===== src/include/stc_pkg.sv =====
// Package for the self-test control block: register map, fields, types
package stc_pkg;

    ////////////////////////////////////////////////////////////////////////
    // Register map
    localparam logic [11:0] STC_CTRL_OFFSET = 12'h000;
    localparam logic [11:0] STC_STAT_OFFSET = 12'h004;

    // Field positions of the control register
    localparam int STC_TXO_BIT = 18;
    localparam int STC_TEST_COUNTER_CLEAR_BIT = 17;
    localparam int STC_LOOP_BIT = 16;
    localparam int STC_LLC_LSB = 8;
    localparam int STC_RPD_BIT = 10;
    localparam int STC_DESC_BIT = 9;
    localparam int STC_SCR_BIT = 8;
    localparam int STC_ERR_BIT = 6;
    localparam int STC_FLIP_BIT = 5;
    localparam int STC_PV_BIT = 4;
    localparam int STC_PAT_LSB = 0;

    // Reset values
    localparam logic [2:0] STC_LLC_RESET = 3'h7;
    localparam logic [3:0] STC_PAT_RESET = 4'h0;

    // Pattern selection codes
    localparam logic [3:0] STC_PAT_SIMULTANEOUS_SWITCHING_PATTERN = 4'h0;
    localparam logic [3:0] STC_PAT_HTDP = 4'h1;
    localparam logic [3:0] STC_PAT_LTDP = 4'h2;
    localparam logic [3:0] STC_PAT_LFSC = 4'h3;
    localparam logic [3:0] STC_PAT_COMP = 4'h4;
    localparam logic [3:0] STC_PAT_LONE = 4'h5;
    localparam logic [3:0] STC_PAT_MFTP = 4'h6;
    localparam logic [3:0] STC_PAT_HFTP = 4'h7;
    localparam logic [3:0] STC_PAT_LFTP = 4'h8;

    // Received pattern definition that asks for scrambled transmit
    localparam logic [7:0] STC_PD_SCRAMBLED = 8'h80;

    // AXI responses
    localparam logic [1:0] STC_RESP_OKAY = 2'h0;
    localparam logic [1:0] STC_RESP_SLVERR = 2'h2;

    ////////////////////////////////////////////////////////////////////////
    // Link layer function enables driven to the port
    typedef struct packed {
        logic scrambler_en;
        logic descrambler_en;
        logic primitive_drop_en;
    } stc_llc_en_t;

    // Physical layer test controls driven to the port
    typedef struct packed {
        logic transmit_only_active;
        logic near_loopback_active;
        logic test_activate_allow;
        logic [3:0] pattern_sel;
        logic pattern_valid;
        logic pattern_long;
        logic flip_disparity;
        logic outside_frame_error_allow;
    } stc_phy_ctl_t;

    // Complete block state
    typedef struct packed {
        logic transmit_only_request;
        logic near_analog_loopback_request;
        logic [2:0] link_layer_control;
        logic [2:0] llc_applied;
        logic outside_frame_error_allow;
        logic flip;
        logic pattern_long;
        logic [3:0] pattern_sel;
        logic counter_clear_pulse;
        logic aw_held;
        logic [11:0] aw_addr;
        logic w_held;
        logic [31:0] w_data;
        logic [3:0] w_strb;
        logic bvalid;
        logic [1:0] bresp;
        logic rvalid;
        logic [31:0] rdata;
        logic [1:0] rresp;
    } stc_state_t;

endpackage


===== src/hdl/stc_control.sv =====
// Self-test control register and link/physical layer test steering
//
// Local design decisions: the AXI4-Lite interface to the registers and the register addresses.
`timescale 1ns/100ps
`default_nettype none

// Behaviour
// RL1: Setting transmit-only while no drive is connected starts output of the selected non-compliant pattern.
// RL2: Writing one to counter-clear zeroes the frame count, error status and dword error count registers.
// RL3: Loopback request at one puts the physical layer in near-end analog loopback with the configured pattern.
// RL4: During near-end analog loopback no test-activate frame is sent to the drive.
// RL5: Software should request loopback only in partial or slumber, or with the drive gone and no communication.
// RL6: In normal mode a new link layer control value reaches the link only while port reset detection is one.
// RL7: Bit 10 enables primitive drop in normal mode when one and in test mode when zero.
// RL8: Bit 9 enables the descrambler in normal mode when one and in test mode when zero.
// RL9: Bit 8 enables the scrambler in normal mode when one and in test mode when zero.
// RL10: Entering responder far-end transmit test with pattern definition 80h clears the scrambler bit.
// RL11: Error-allow at zero passes only in-frame errors to the serial error register, at one all errors.
// RL12: The pattern field selects nine patterns 0h to 8h, values 9h to Fh are reserved.
// RL13: Reserved bits read as zero and ignore writes.
module stc_control (
    // Clock and reset
    input wire logic core_clk,
    input wire logic rst_n,
    // AXI4-Lite write address
    input wire logic s_axi_awvalid,
    output logic s_axi_awready,
    input wire logic [11:0] s_axi_awaddr,
    input wire logic [2:0] s_axi_awprot,
    // AXI4-Lite write data
    input wire logic s_axi_wvalid,
    output logic s_axi_wready,
    input wire logic [31:0] s_axi_wdata,
    input wire logic [3:0] s_axi_wstrb,
    // AXI4-Lite write response
    output logic s_axi_bvalid,
    input wire logic s_axi_bready,
    output logic [1:0] s_axi_bresp,
    // AXI4-Lite read address
    input wire logic s_axi_arvalid,
    output logic s_axi_arready,
    input wire logic [11:0] s_axi_araddr,
    input wire logic [2:0] s_axi_arprot,
    // AXI4-Lite read data
    output logic s_axi_rvalid,
    input wire logic s_axi_rready,
    output logic [31:0] s_axi_rdata,
    output logic [1:0] s_axi_rresp,
    // Port status, same clock domain
    input wire logic port_reset_detect,
    input wire logic test_mode,
    input wire logic drive_connected,
    input wire logic responder_tx_entry,
    input wire logic [7:0] received_pattern_definition,
    // Port controls
    output stc_pkg::stc_llc_en_t llc_en,
    output stc_pkg::stc_phy_ctl_t phy_ctl,
    output logic test_counter_clear
);

    stc_pkg::stc_state_t st_reg;
    stc_pkg::stc_state_t st_next;
    logic wr_fire;
    logic wr_ctrl;
    logic [31:0] wr_merged;
    logic [31:0] ctrl_view;
    logic [31:0] stat_view;
    logic scr_auto_clear;

    ////////////////////////////////////////////////////////////////////////
    // Handshakes
    assign s_axi_awready = !st_reg.aw_held && !st_reg.bvalid;
    assign s_axi_wready = !st_reg.w_held && !st_reg.bvalid;
    assign s_axi_arready = !st_reg.rvalid;
    assign s_axi_bvalid = st_reg.bvalid;
    assign s_axi_bresp = st_reg.bresp;
    assign s_axi_rvalid = st_reg.rvalid;
    assign s_axi_rdata = st_reg.rdata;
    assign s_axi_rresp = st_reg.rresp;

    // Write complete once both halves are held
    assign wr_fire = st_reg.aw_held && st_reg.w_held && !st_reg.bvalid;
    assign wr_ctrl = wr_fire && (st_reg.aw_addr == stc_pkg::STC_CTRL_OFFSET);

    // Byte lane merge over the current control view
    always_comb begin
        for (int i = 0; i < 4; i++) begin
            wr_merged[i*8 +: 8] = st_reg.w_strb[i] ?
                st_reg.w_data[i*8 +: 8] : ctrl_view[i*8 +: 8];
        end
    end

    // Control register readback, reserved bits zero
    always_comb begin
        ctrl_view = 32'h0000_0000; // RL13
        ctrl_view[stc_pkg::STC_TXO_BIT] = st_reg.transmit_only_request;
        ctrl_view[stc_pkg::STC_LOOP_BIT] =
            st_reg.near_analog_loopback_request;
        ctrl_view[stc_pkg::STC_LLC_LSB +: 3] = st_reg.link_layer_control;
        ctrl_view[stc_pkg::STC_ERR_BIT] = st_reg.outside_frame_error_allow;
        ctrl_view[stc_pkg::STC_FLIP_BIT] = st_reg.flip;
        ctrl_view[stc_pkg::STC_PV_BIT] = st_reg.pattern_long;
        ctrl_view[stc_pkg::STC_PAT_LSB +: 4] = st_reg.pattern_sel;
    end

    // Status register: link settings in force and port state
    always_comb begin
        stat_view = 32'h0000_0000;
        stat_view[2:0] = st_reg.llc_applied;
        stat_view[3] = port_reset_detect;
        stat_view[4] = test_mode;
        stat_view[5] = drive_connected;
        stat_view[6] = phy_ctl.transmit_only_active;
        stat_view[7] = phy_ctl.near_loopback_active;
    end

    // Port clears scrambler bit on scrambled responder transmit entry
    assign scr_auto_clear = responder_tx_entry &&
        (received_pattern_definition == stc_pkg::STC_PD_SCRAMBLED); // RL10

    ////////////////////////////////////////////////////////////////////////
    // Next state
    always_comb begin
        st_next = st_reg;
        st_next.counter_clear_pulse = 1'b0;
        // Write address and data, either order
        if (s_axi_awvalid && s_axi_awready) begin
            st_next.aw_held = 1'b1;
            st_next.aw_addr = {s_axi_awaddr[11:2], 2'b00};
        end
        if (s_axi_wvalid && s_axi_wready) begin
            st_next.w_held = 1'b1;
            st_next.w_data = s_axi_wdata;
            st_next.w_strb = s_axi_wstrb;
        end
        if (wr_fire) begin
            st_next.aw_held = 1'b0;
            st_next.w_held = 1'b0;
            st_next.bvalid = 1'b1;
            st_next.bresp = (wr_ctrl ||
                st_reg.aw_addr == stc_pkg::STC_STAT_OFFSET) ?
                stc_pkg::STC_RESP_OKAY : stc_pkg::STC_RESP_SLVERR;
        end
        if (st_reg.bvalid && s_axi_bready) begin
            st_next.bvalid = 1'b0;
        end
        // Control fields, reserved bits dropped
        if (wr_ctrl) begin
            st_next.transmit_only_request =
                wr_merged[stc_pkg::STC_TXO_BIT]; // RL1
            st_next.counter_clear_pulse =
                wr_merged[stc_pkg::STC_TEST_COUNTER_CLEAR_BIT]; // RL2
            st_next.near_analog_loopback_request =
                wr_merged[stc_pkg::STC_LOOP_BIT]; // RL3
            st_next.link_layer_control =
                wr_merged[stc_pkg::STC_LLC_LSB +: 3];
            st_next.outside_frame_error_allow =
                wr_merged[stc_pkg::STC_ERR_BIT]; // RL11
            st_next.flip = wr_merged[stc_pkg::STC_FLIP_BIT];
            st_next.pattern_long = wr_merged[stc_pkg::STC_PV_BIT];
            st_next.pattern_sel = wr_merged[stc_pkg::STC_PAT_LSB +: 4];
        end
        // Hardware clear wins over a software write
        if (scr_auto_clear) begin
            st_next.link_layer_control[0] = 1'b0; // RL10
        end
        // Link settings move only under port reset in normal mode
        if (test_mode || port_reset_detect) begin
            st_next.llc_applied = st_next.link_layer_control; // RL6
        end
        // Reads
        if (s_axi_arvalid && s_axi_arready) begin
            st_next.rvalid = 1'b1;
            case (s_axi_araddr[11:2])
                stc_pkg::STC_CTRL_OFFSET[11:2]: begin
                    st_next.rdata = ctrl_view;
                    st_next.rresp = stc_pkg::STC_RESP_OKAY;
                end
                stc_pkg::STC_STAT_OFFSET[11:2]: begin
                    st_next.rdata = stat_view;
                    st_next.rresp = stc_pkg::STC_RESP_OKAY;
                end
                default: begin
                    st_next.rdata = 32'h0000_0000;
                    st_next.rresp = stc_pkg::STC_RESP_SLVERR;
                end
            endcase
        end else if (st_reg.rvalid && s_axi_rready) begin
            st_next.rvalid = 1'b0;
        end
    end

    ////////////////////////////////////////////////////////////////////////
    // State register
    always_ff @(posedge core_clk or negedge rst_n) begin
        if (!rst_n) begin
            st_reg <= '0;
            st_reg.link_layer_control <= stc_pkg::STC_LLC_RESET;
            st_reg.llc_applied <= stc_pkg::STC_LLC_RESET;
            st_reg.pattern_sel <= stc_pkg::STC_PAT_RESET;
        end else begin
            st_reg <= st_next;
        end
    end

    ////////////////////////////////////////////////////////////////////////
    // Link layer enables, sense inverts in test mode
    always_comb begin
        llc_en.primitive_drop_en =
            st_reg.llc_applied[stc_pkg::STC_RPD_BIT - stc_pkg::STC_LLC_LSB]
            ^ test_mode; // RL7
        llc_en.descrambler_en =
            st_reg.llc_applied[stc_pkg::STC_DESC_BIT - stc_pkg::STC_LLC_LSB]
            ^ test_mode; // RL8
        llc_en.scrambler_en =
            st_reg.llc_applied[stc_pkg::STC_SCR_BIT - stc_pkg::STC_LLC_LSB]
            ^ test_mode; // RL9
    end

    // Physical layer test controls
    always_comb begin
        phy_ctl.transmit_only_active =
            st_reg.transmit_only_request && !drive_connected; // RL1
        phy_ctl.near_loopback_active =
            st_reg.near_analog_loopback_request; // RL3
        phy_ctl.test_activate_allow =
            !st_reg.near_analog_loopback_request; // RL4
        phy_ctl.pattern_sel = st_reg.pattern_sel;
        phy_ctl.pattern_valid =
            (st_reg.pattern_sel <= stc_pkg::STC_PAT_LFTP); // RL12
        phy_ctl.pattern_long = st_reg.pattern_long;
        phy_ctl.flip_disparity = st_reg.flip;
        phy_ctl.outside_frame_error_allow =
            st_reg.outside_frame_error_allow; // RL11
    end

    // One-cycle counter clear to the counter registers
    assign test_counter_clear = st_reg.counter_clear_pulse; // RL2

endmodule
`default_nettype wire


===== config.mk =====
export PLATFORM = sky130hd
export DESIGN_NAME = stc_control
export DESIGN_NICKNAME = d
export VERILOG_FILES = /design/src/include/stc_pkg.sv /design/src/hdl/stc_control.sv
export SDC_FILE = /design/constraint.sdc
export NUM_CORES = 1
export LEC_CHECK = 0
export ABC_AREA = 1
export BUFFER_PORTS_ARGS = -buffer_cell sky130_fd_sc_hd__clkbuf_2
export CAP_MARGIN = 5
export CORE_UTILIZATION = 25
export DETAILED_ROUTE_END_ITERATION = 7
export PLACE_DENSITY_LB_ADDON = 0.05
export RECOVER_POWER = 100
export REMOVE_ABC_BUFFERS = 1
export SYNTH_ARGS = -nofsm -noshare
export SYNTH_HDL_FRONTEND = slang
export SYNTH_SLANG_ARGS = --single-unit

===== constraint.sdc =====
create_clock -name core_clk -period 1.25 [get_ports core_clk]
set_input_delay 0.25 -clock core_clk [delete_from_list [all_inputs] [get_ports core_clk]]
set_output_delay 0.25 -clock core_clk [all_outputs]
set_load 0.1 [all_outputs]

[Yosys cells after proc, flatten, opt, wreduce, memory -nomap -nowiden]
Cells that the tools add are included.
Storage, ports and cells
  register bits: 102
  input bits: 85
  output and inout port bits: 56
  logic and storage cells: 69
Cells by class
  $lt $le $gt $ge: 1
  equality and inequality tests: 3
  multiplexer cells: 15
  bitwise operators: 3
  reductions and logical operators: 28
Operators by type and width (number)
  $pmux W21 S2: 1
  $mux W37: 1
  $eq A10 B1 Y1 const B: 2
  $mux W13: 1
  $logic_and A1 B1 Y1: 12
  $logic_not A12 Y1: 1
  $logic_not A10 Y1: 1
  $mux W3: 3
  $eq A8 B8 Y1 const B: 1
  $reduce_bool A2 Y1: 4
  $mux W1: 7
  $logic_not A1 Y1: 6
  $le A4 B4 Y1 const B: 1
  $mux W2: 2
  $reduce_and A2 Y1: 2
  $xor A1 B1 Y1: 3
  $logic_or A1 B1 Y1: 2

[Longest topological paths before layout]
Gate-level depths: netlist of the first run.
  word-level depth: 7
  gate-level depth with buffers: 8
  depth with buffers taken out: 8

[Worst setup path before layout of the first run]
Ideal clock, no wire load.
  path kind: flip-flop to output port
  start: register st_reg, in the netlist phy_ctl[6]
  end: output phy_ctl[3] (netlist name)
  data arrival time: 2669 ps
  required time: 1000 ps
  setup slack: -1669 ps
  stages on the path, launching flop included: 2
  path buffers: 0
  cells stage by stage: dfrtp_1 > o31ai_1
RTL lines
  start, declared: line stc_control.sv:61  | stc_pkg::stc_state_t st_reg;
  start signal, assigned: line stc_control.sv:202  | st_reg <= st_next;
  end, declared: line stc_control.sv:57  | output stc_pkg::stc_phy_ctl_t phy_ctl,

[Worst setup path in the final report of the first run]
  start: register st_reg, in the netlist s_axi_bvalid
  end: output s_axi_awready
Between the ends
  cells in the longest elaborated chain, start to end: 2
Ends and longest elaborated chain
  $logic_not A1 Y1: line stc_control.sv:72  | assign s_axi_awready = !st_reg.aw_held && !st_reg.bvalid;
  $logic_and A1 B1 Y1: line stc_control.sv:72
  end, declared: line stc_control.sv:27  | output logic s_axi_awready,
No other way between the ends.

==> impl_metrics.ini, run 1 <==
[floorplan]
die_area_mm2 = 0.0127
core_area_mm2 = 0.0120
rows = 40
die_w_um = 113
initial_utilization_pct = 25.6
design.portCount = 141
floorplan.die.height_um = 113

[clocking]
tritoncts = built
path_clk_slew_ns = 0.05
clk_path_buf_depth = 2
cts_root_cell = clkbuf_16
tritoncts_num_sinks = 61
worstSkewPairLatency_ns = 0.33
h_tree_depth = 3
cts-buffers-inserted = 9

[drt]
post_drt_via_cell_ratio = 4.06
starting_drt_drc_count = 93
detailroute.via_count = 2391
wire_per_inst_um = 12.6
drt_pre_antenna_iters = 4
postRouteWirelength_um = 7410
dr_drc_count = 0
detail-route-antenna-nets = 0

[logic_synthesis]
synthesis.yosys.warnings = 0
syn_avg_cell_area_um2 = 9.53
post_synthesis_cell_count = 321
yosys.area.top_type_share_pct = 45.0
async_flop_share_pct = 100
synthTopCellsByArea = dfrtp_1 45%, buf_4 11%, nand2_1 8.3%
netlist_area_mm2 = 0.00306
synth.lib_cells_used.distinct = 32
synth_top_area_cell = dfrtp_1
number_of_synthesized_flops_with_an_enable_pin = 0
dominantRegCellSynth = dfrtp_1
yosys_register_bits = 61
synth.yosys.seq_area_share_pct = 50.1

[global_routing]
first_global_vias = 2385
grt_start_max_net_pins = 62
grt_remaining_overflow = 0
grt_first_pass_wirelength_um = 12100
antenna_found_initial = 0
grt_usage_pct = 12.6

[worst_setup_path]
timing.rr.start = s_axi_bvalid$_DFFE_PN0P_
timing.setup.critical_path_class = reg -> out
worstPathArrival_ns = 1.33
critPathLaunchType = register
reg2reg_slack_ns = -0.26
endpoint_kind = output pin
worst-path-max-fanout = 3
worst_r2r_path_depth = 9
worstReg2RegEnd = phy_ctl[0]$_DFFE_PN0P_
required_ns = 1.00

[cells_and_area]
multiInputGateArea_mm2 = 0.00130
fillCellCount = 1202
final_layout_size_suffix_gt1_share_pct = 51.4
ff_latch_area_mm2 = 0.00153
finalCoreUtilization_pct = 39.4
largest_reg_flops = 31
antenna_cells = 0
nNetsFinal = 522
synth_to_layout_area_growth_pct = 53.9

[timing]
slew-limit-headroom_pct = 61.7
fin_worst_skew_ns = 0.00821
final.setup.worst_slack_ns = -0.327
achievable-frequency_mhz = 634
layout_worst_path_cycle_share_pct = 126
setup-violations-final = 46
post-route-min-period_ns = 1.58
worst-slew-pin-transition_ns = 0.574
setup_repair_after_global_routing_missed_its_margin = true
timing_hold_violations_final = 0
number_of_pins_with_negative_max_slew_slack_in_the_final_report = 0

[power_and_ir_drop]
leakage_nw = 2.36
ir_worst_vdd_uv = 808
cellPowerDensity_mw_per_mm2 = 1800

[place]
dp.final_hpwl_um = 5120
dp_slack_ns = -0.0740
port_buffers = 89
final_weighted_congestion_in_routability_driven_placement = 0.696

[status]
violations = negative setup slack
status = complete, but fails checks

[min_path]
hp-class = in -> reg
worstHoldEndpoint = s_axi_bvalid$_DFFE_PN0P_
hp-start = s_axi_bready
worstHoldPathCells = 2

[run]
max_cap_violations = 0
critical path: stages, from the launching register on:
cell and delay, ns:
dfrtp_1 0.41, buf_6 0.14, nor2_2 0.16, buf_6 0.13, buf_12 0.16
timing repair:
| item | 4_1_cts | 5_1_grt |
|---|---|---|
| endpoints found under the hold margin | 55 | 0 |
| pin swaps | 13 | 18 |
| setup buffers | 9 | 10 |
| hold buffers | 1 | 0 |
| gates cloned | 2 | 1 |
| resized for setup | 36 | 32 |
| setup endpoints to repair | 39 | 60 |
cell type report:
| type | count | area share (%) |
|---|---|---|
| clock buffer | 13 | 5.53 |
| clock inverter | 3 | 0.452 |
| inverter | 22 | 2.02 |
| multi-input combinational | 207 | 27.7 |
| sequential | 61 | 32.6 |
| tap | 147 | 3.91 |
| timing repair buffer | 136 | 27.9 |
placed cells by master, fill, tap and decap left out, types with 6 or more instances in the layout:
cell / Yosys / layout
o21ai_2: 6 / 7
nor2_2: 4 / 6
a21oi_1: 8 / 7
conb_1: 1 / 21
buf_12: 0 / 22
clkbuf_2: 0 / 56
inv_1: 19 / 17
buf_6: 2 / 32
nor2_1: 25 / 19
dfrtp_1: 55 / 55
mux2_2: 13 / 13
buf_4: 45 / 21
clkbuf_16: 0 / 10
nand3_1: 24 / 21
dfstp_2: 6 / 6
nand2_2: 3 / 14
nand2_1: 68 / 53
nor2_4: 4 / 8
per-layer routing:
layer | vias up | share of wire, % | track usage, %
met5 | - | 0 | 0
met4 | 0 | 1.7 | 4.00
met3 | 11 | 5.0 | 4.10
met1 | 1122 | 45 | 15.4
met2 | 67 | 49 | 21.1
li1 | 1191 | - | -
report_power, final:
part | switching (W) | internal [W] | leakage (nW)
Sequential | 0.000358 | 0.00250 | 0.747
Combinational | 0.00185 | 0.00143 | 1.48
Clock | 0.000878 | 0.00145 | 0.136
cells in the mapped netlist, types with 2 or more instances:
| cell type | instances |
|---|---|
| nand2_1 | 68 |
| dfrtp_1 | 55 |
| buf_4 | 45 |
| nor2_1 | 25 |
| nand3_1 | 24 |
| inv_1 | 19 |
| mux2_2 | 13 |
| a21oi_1 | 8 |
| dfstp_2 | 6 |
| o21ai_2 | 6 |
| mux2_4 | 5 |
| o21ai_0 | 5 |
| nand4_1 | 4 |
| nor2_2 | 4 |
| nor2_4 | 4 |
| buf_2 | 3 |
| nand2_2 | 3 |
| nand2_4 | 3 |
| o21ai_1 | 3 |
| xor2_1 | 3 |
| and2_1 | 2 |
| buf_6 | 2 |
| inv_2 | 2 |
worst max path at each step:
stage                                        end  slack, ns                      from  cells past startpoint
final                              s_axi_awready      -0.33  s_axi_bvalid$_DFFE_PN0P_                      4
after floorplan                       phy_ctl[3]      -2.17    phy_ctl[5]$_DFFE_PN0P_                      1
after global placement    phy_ctl[4]$_DFFE_PN0P_      -0.07    st_reg[84]$_DFFE_PN0P_                      8
after global routing                   llc_en[2]      -0.39    st_reg[96]$_DFFE_PN1P_                      3
after CTS                              llc_en[0]      -0.34    st_reg[98]$_DFFE_PN1P_                      3
after detailed placement  phy_ctl[4]$_DFFE_PN0P_      -0.07    st_reg[84]$_DFFE_PN0P_                      8
through the flow:
step / std cells / power, W / hold WS (ns) / area, um^2 / TNS, ns
2_1_floorplan: 290 / 0.00465 / -0.0456 / 2760 / -70.95
3_3_place_gp: 551 / 0.00564 / 0.304 / 4150 / -0.704
3_5_place_dp: 551 / 0.00567 / 0.296 / 4150 / -0.848
4_1_cts: 579 / 0.00844 / 0.101 / 4700 / -3.54
5_1_grt: 589 / 0.00893 / 0.109 / 4710 / -10.99
6_report: 589 / 0.00846 / 0.107 / 4710 / -7.21
kinds of logic after synthesis:
group / after synthesis / share of synthesized area (%)
AO/OA/AOI/OAI: 24 / 4.79
multiplexers: 18 / 7.24
other: 1 / 0.123
XOR/XNOR: 3 / 0.859
buffers and inverters: 73 / 15.3
flip-flops: 61 / 50.1
AND/OR/NAND/NOR: 141 / 21.6
No activity file was read; power rests on OpenSTA's default activity.
==> inputs of run 2 (changes only) <==
--- a/config.mk
+++ b/config.mk
@@ -8,7 +8,10 @@
 export ABC_AREA = 1
 export BUFFER_PORTS_ARGS = -buffer_cell sky130_fd_sc_hd__clkbuf_2
 export CAP_MARGIN = 5
-export CORE_UTILIZATION = 25
+export CELL_PAD_IN_SITES_DETAIL_PLACEMENT = 1
+export CELL_PAD_IN_SITES_GLOBAL_PLACEMENT = 2
+export CORE_UTILIZATION = 24
+export CTS_CLUSTER_DIAMETER = 50
 export DETAILED_ROUTE_END_ITERATION = 7
 export PLACE_DENSITY_LB_ADDON = 0.05
 export RECOVER_POWER = 100
==> run 2 against run 1 <==
  * The run still ends with negative setup slack left
  * Core utilization fell by 0.14 points
  * Global-route usage is 0.24 points lower
  * Final cell count increased by 3.6%
  * Critical path depth fell by 1
  * Via count decreased by 0.17%
  * Final area grew 1.7%
  * Die area increased by 4.1%
  * Maximum frequency grew 0.25%
  * Worst setup slack better by 0.0039 ns
  * Total power up 2.5%
  * Critical path type unchanged
  * Critical endpoint is now llc_en[1]
  * Highest routed layer unchanged
==> impl_metrics.ini, run 2 (synthesis results as in run 1) <==
[status]
status = complete, but fails checks
violations = negative setup slack

[timing]
achievable-frequency_mhz = 636
layout_worst_path_cycle_share_pct = 126
setup-violations-final = 51
timing_hold_violations_final = 0
final.setup.worst_slack_ns = -0.323
setup_repair_after_global_routing_missed_its_margin = true
number_of_pins_with_negative_max_slew_slack_in_the_final_report = 0
hold-worst-slack_ns = 0.122
fin_worst_skew_ns = 0.00358
post-route-min-period_ns = 1.57
worst-slew-pin-transition_ns = 0.584
slew-limit-headroom_pct = 61.0

[cells_and_area]
nNetsFinal = 522
layout.cells.most_common_list = 56 x clkbuf_2, 55 x dfrtp_1, 53 x nand2_1
design_area_mm2 = 0.00479
final_layout_size_suffix_gt1_share_pct = 52.9
finalCoreUtilization_pct = 39.2
largest_reg_flops = 31
final_common_cell = clkbuf_2
synth_to_layout_area_growth_pct = 56.6
antenna_cells = 0
fin_cells = 610
fillCellCount = 1416

[place]
post_dp_cell_area_mm2 = 0.00418
dp.final_hpwl_um = 5570
port_buffers = 89
dp_cells = 573
final_weighted_congestion_in_routability_driven_placement = 0.678

[power_and_ir_drop]
cellPowerDensity_mw_per_mm2 = 1810
ir_worst_vdd_uv = 848
sw_frac_of_total_pct = 37.0
seq_power_share_pct = 33.6
power.share.clock_pct = 28.6
net_switching_component_of_the_power_w = 0.00321
total_power_w = 0.00868
p_int_w = 0.00547
p_comb_share_pct = 37.8
leakage_nw = 2.35

[floorplan]
die_w_um = 115
rows = 40
die_area_mm2 = 0.0132
initial_utilization_pct = 25.1
floorplan.die.height_um = 115
core_area_mm2 = 0.0122
design.portCount = 141

[global_routing]
grt_first_pass_wirelength_um = 12400
first_global_vias = 2483
antenna_found_initial = 0
grt_usage_pct = 12.4
grt_start_max_net_pins = 62
grt_remaining_overflow = 0

[worst_setup_path]
timing.setup.critical_path_class = reg -> out
crit_slowest_cell = dfstp_2
worstPathCellList = xor2_1, buf_4, buf_12
worst-path-max-fanout = 2
worstPathArrival_ns = 1.32
endpoint_kind = output pin
required_ns = 1.00
critPathLaunchType = register
critical-path-max-stage-delay_ns = 0.54

[clocking]
cts-buffers-inserted = 9
path_clk_slew_ns = 0.06
tritoncts = built
h_tree_depth = 3
clk_path_buf_depth = 2
cts_root_cell = clkbuf_16
worstSkewPairLatency_ns = 0.32
tritoncts_num_sinks = 61

[drt]
detail-route-antenna-nets = 0
post_drt_via_cell_ratio = 3.91
detailroute.via_count = 2387
drt_pre_antenna_iters = 4
postRouteWirelength_um = 7910
wire_per_inst_um = 13.0
starting_drt_drc_count = 59
dr_drc_count = 0

[run]
max_cap_violations = 0

[min_path]
hp-class = in -> reg
[run 2: cell types whose count changed in the layout (fill, tap and decap cells not counted), sizes merged]
| cell | previous run | this run |
|---|---|---|
| clkinvlp | 1 | 5 |
| buf | 76 | 75 |
| clkinv | 3 | 2 |
| bufinv | 0 | 1 |
| clkbuf | 72 | 69 |
[run 2: final timing paths]
check | endpoint | slack (ns) | depth (start not counted) | startpoint
worst max-delay path | llc_en[1] | -0.32 | 3 | st_reg[97]$_DFFE_PN1P_
worst min-delay path | s_axi_rvalid$_DFFE_PN0P_ | 0.12 | 2 | s_axi_rready
worst max register to register | phy_ctl[1]$_DFFE_PN0P_ | -0.15 | 8 | st_reg[74]$_DFFE_PN0P_
worst min register to register | s_axi_rdata[3]$_DFFE_PN0P_ | 0.50 | 2 | s_axi_rdata[3]$_DFFE_PN0P_
max in group asynchronous | st_reg[42]$_DFFE_PN0P_ | 0.28 | 3 | rst_n
min in group asynchronous | s_axi_rvalid$_DFFE_PN0P_ | 0.55 | 3 | rst_n
[run 2: metal layers]
metal | share of wire, % | up-vias | global-route usage, %
met5 | 0 | - | 0
met2 | 49 | 65 | 19.2
li1 | - | 1193 | -
met3 | 5.3 | 7 | 4.32
met4 | 1.0 | 0 | 4.16
met1 | 45 | 1122 | 16.1
[run 2: layout make-up]
cell class	instances	area, um^2	area share (%)
clock buffer	9	225	4.70
multi-input combinational	207	1340	28.0
timing repair buffer	136	1310	27.3
sequential	61	1530	32.0
clock inverter	7	76.3	1.59
inverter	22	95.1	1.98
tap	168	210	4.39
[run 2: timing repair]
| action | CTS | global route |
|---|---|---|
| endpoints found under the hold margin | 55 | 0 |
| buffers inserted | 9 | 11 |
| hold buffers | 1 | 0 |
| gates cloned | 0 | 2 |
| endpoints found under the setup margin | 37 | 58 |
| pin swaps | 16 | 18 |
| gates resized for setup | 37 | 36 |
[run 2: stage by stage]
stage,setup TNS (ns),worst slack (ns)
floorplan,-70.95,-2.17
CTS,-4.52,-0.358
finish,-4.56,-0.323
global placement,-0.839,-0.0916
global route,-8.58,-0.389
detailed placement,-0.910,-0.0927
[run 2: critical path, delay by kind of cell, from the launching register on]
family    cells  cell delay, ns
xor+xnor      1            0.16
buf+inv       2            0.30
flops         1            0.54
[run 2: power groups by stage]
stage / registers, W / logic [W] / clock network (W)
2_1_floorplan: 0.00297 / 0.00168 / 0
3_3_place_gp: 0.00283 / 0.00285 / 0
3_5_place_dp: 0.00286 / 0.00290 / 0
4_1_cts: 0.00290 / 0.00306 / 0.00258
5_1_grt: 0.00299 / 0.00351 / 0.00268
6_report: 0.00291 / 0.00328 / 0.00248
==> inputs of run 3 (changes only) <==
--- a/config.mk
+++ b/config.mk
@@ -10,12 +10,12 @@
 export CAP_MARGIN = 5
 export CELL_PAD_IN_SITES_DETAIL_PLACEMENT = 1
 export CELL_PAD_IN_SITES_GLOBAL_PLACEMENT = 2
+export CORE_MARGIN = 5
 export CORE_UTILIZATION = 24
 export CTS_CLUSTER_DIAMETER = 50
 export DETAILED_ROUTE_END_ITERATION = 7
 export PLACE_DENSITY_LB_ADDON = 0.05
 export RECOVER_POWER = 100
-export REMOVE_ABC_BUFFERS = 1
 export SYNTH_ARGS = -nofsm -noshare
 export SYNTH_HDL_FRONTEND = slang
 export SYNTH_SLANG_ARGS = --single-unit
==> run 3 against run 2 <==
  * The run still ends with negative setup slack left
  * Non-clock buffer count shrank 3
  * Sequential power is essentially flat
  * Maximum frequency grew 1.0%
  * Register-to-register slack lost 0.09 ns
  * Final area grew 2.6%
  * Final cell count grew 0.16%
  * Combinational power is essentially flat
  * Critical endpoint is now s_axi_awready
  * Largest cell class unchanged
  * Largest power group unchanged
==> impl_metrics.ini, run 3 (synthesis results as in run 1) <==
[clocking]
cts-buffers-inserted = 9
tritoncts_num_sinks = 61
worstSkewPairLatency_ns = 0.33
tritoncts = built
h_tree_depth = 3
cts_root_cell = clkbuf_16
clk_path_buf_depth = 2
path_clk_slew_ns = 0.06

[cells_and_area]
design_area_mm2 = 0.00492
nNetsFinal = 520
finalCoreUtilization_pct = 39.1
antenna_cells = 0
layout.cells.most_common_list = 63 x nand2_1, 53 x clkbuf_2, 50 x dfrtp_1
largest_reg_flops = 31
synth_to_layout_area_growth_pct = 60.7
final_layout_size_suffix_gt1_share_pct = 51.0
final_common_cell = nand2_1

[floorplan]
core_area_mm2 = 0.0126
die_area_mm2 = 0.0151
die_w_um = 123
initial_utilization_pct = 24.3
rows = 41
floorplan.die.height_um = 123
design.portCount = 141

[worst_setup_path]
required_ns = 1.00
path_buf_inv = 3
worstPathArrival_ns = 1.31
critPathTopFamily = flip-flops
timing.setup.critical_path_class = reg -> out
crit_slowest_cell = dfrtp_4
endpoint_kind = output pin
critical-path-max-stage-delay_ns = 0.50
worstPathCellList = buf_6, nor2_4, buf_6, buf_12
critPathLaunchType = register
worst-path-max-fanout = 3
cpMostUsedCell = buf_6

[timing]
achievable-frequency_mhz = 642
final.setup.worst_slack_ns = -0.308
number_of_pins_with_negative_max_slew_slack_in_the_final_report = 0
setup-violations-final = 60
worst-slew-pin-transition_ns = 0.573
layout_worst_path_cycle_share_pct = 125
fin_worst_skew_ns = 0.00947
post-route-min-period_ns = 1.56
timing_hold_violations_final = 0
slew-limit-headroom_pct = 61.8
setup_repair_after_global_routing_missed_its_margin = true

[drt]
detail-route-antenna-nets = 0
dr_drc_count = 0
drt_pre_antenna_iters = 4
detailroute.via_count = 2390
starting_drt_drc_count = 86
wire_per_inst_um = 13.3
postRouteWirelength_um = 8130
post_drt_via_cell_ratio = 3.91

[power_and_ir_drop]
cellPowerDensity_mw_per_mm2 = 1720
power.share.clock_pct = 26.5
net_switching_component_of_the_power_w = 0.00313
p_int_w = 0.00530
leakage_nw = 2.38
ir_worst_vdd_uv = 1330
seq_power_share_pct = 34.2
p_comb_share_pct = 39.3
total_power_w = 0.00844
sw_frac_of_total_pct = 37.1

[run]
max_cap_violations = 0

[place]
final_weighted_congestion_in_routability_driven_placement = 0.685
dp_slack_ns = -0.163
dp.final_hpwl_um = 6180
port_buffers = 89
post_dp_cell_area_mm2 = 0.00434

[min_path]
hp-class = in -> reg

[global_routing]
grt_remaining_overflow = 0
first_global_vias = 2568
grt_first_pass_wirelength_um = 13300
antenna_found_initial = 0
grt_start_max_net_pins = 62
grt_usage_pct = 11.5

[status]
violations = negative setup slack
status = complete, but fails checks
==> run 3: worst register-to-register path: cells and delay by family (launching register included) <==
kind	cells	cell delay, ns
buf+inv	3	0.28
compound gates	1	0.05
flops	1	0.50
simple gates	5	0.54
==> run 3: timing repair <==
| action | in CTS | in global routing |
|---|---|---|
| hold buffers | 1 | 0 |
| endpoints found under the hold margin | 55 | 0 |
| setup endpoints to repair | 52 | 67 |
| setup buffers | 12 | 4 |
| cloned | 1 | 0 |
| gates resized for setup | 21 | 27 |
| pin swaps | 13 | 5 |
==> run 3: cell type report <==
type	count	area [um^2]
clock buffer	11	243
multi-input combinational	208	1380
sequential	61	1550
tap	172	215
fill	1443	7650
inverter	22	119
clock inverter	4	25.0
timing repair buffer	133	1390
==> run 3: metrics by stage <==
step / hold slack, ns / TNS [ns] / cells
after CTS: 0.102 / -7.23 / 609
final: 0.114 / -6.87 / 611
after global routing: 0.115 / -10.18 / 611
after global placement: 0.304 / -3.00 / 580
after detailed placement: 0.292 / -3.59 / 580
after floorplan: -0.0456 / -20.08 / 341
==> run 3: final timing paths <==
| check | slack, ns | cells past startpoint | endpoint | start |
|---|---|---|---|---|
| setup reg to reg | -0.24 | 9 | phy_ctl[4]$_DFFE_PN0P_ | s_axi_bvalid$_DFFE_PN0P_ |
| hold reg to reg | 0.50 | 2 | test_counter_clear$_DFF_PN0_ | st_reg[59]$_DFFE_PN0P_ |
| max in group asynchronous | 0.23 | 3 | s_axi_bvalid$_DFFE_PN0P_ | rst_n |
| hold / removal | 0.11 | 2 | s_axi_rvalid$_DFFE_PN0P_ | s_axi_rready |
| min in group asynchronous | 0.55 | 3 | s_axi_rdata[8]$_DFFE_PN0P_ | rst_n |
| setup / recovery | -0.31 | 4 | s_axi_awready | s_axi_bvalid$_DFFE_PN0P_ |
==> run 3: power by group through the flow <==
stage	clock network [W]	logic [W]	registers (W)
finish	0.00223	0.00331	0.00289
global route	0.00243	0.00353	0.00296
floorplan	0	0.00200	0.00293
CTS	0.00234	0.00323	0.00290
detailed placement	0	0.00292	0.00292
global placement	0	0.00288	0.00290
==> run 3: layer usage <==
metal	up-vias	track usage (%)	routed length, um
li1	1197	-	-
met1	1118	14.6	3650
met2	67	18.0	3830
met3	8	4.35	552
met4	0	3.78	97
met5	-	0	0
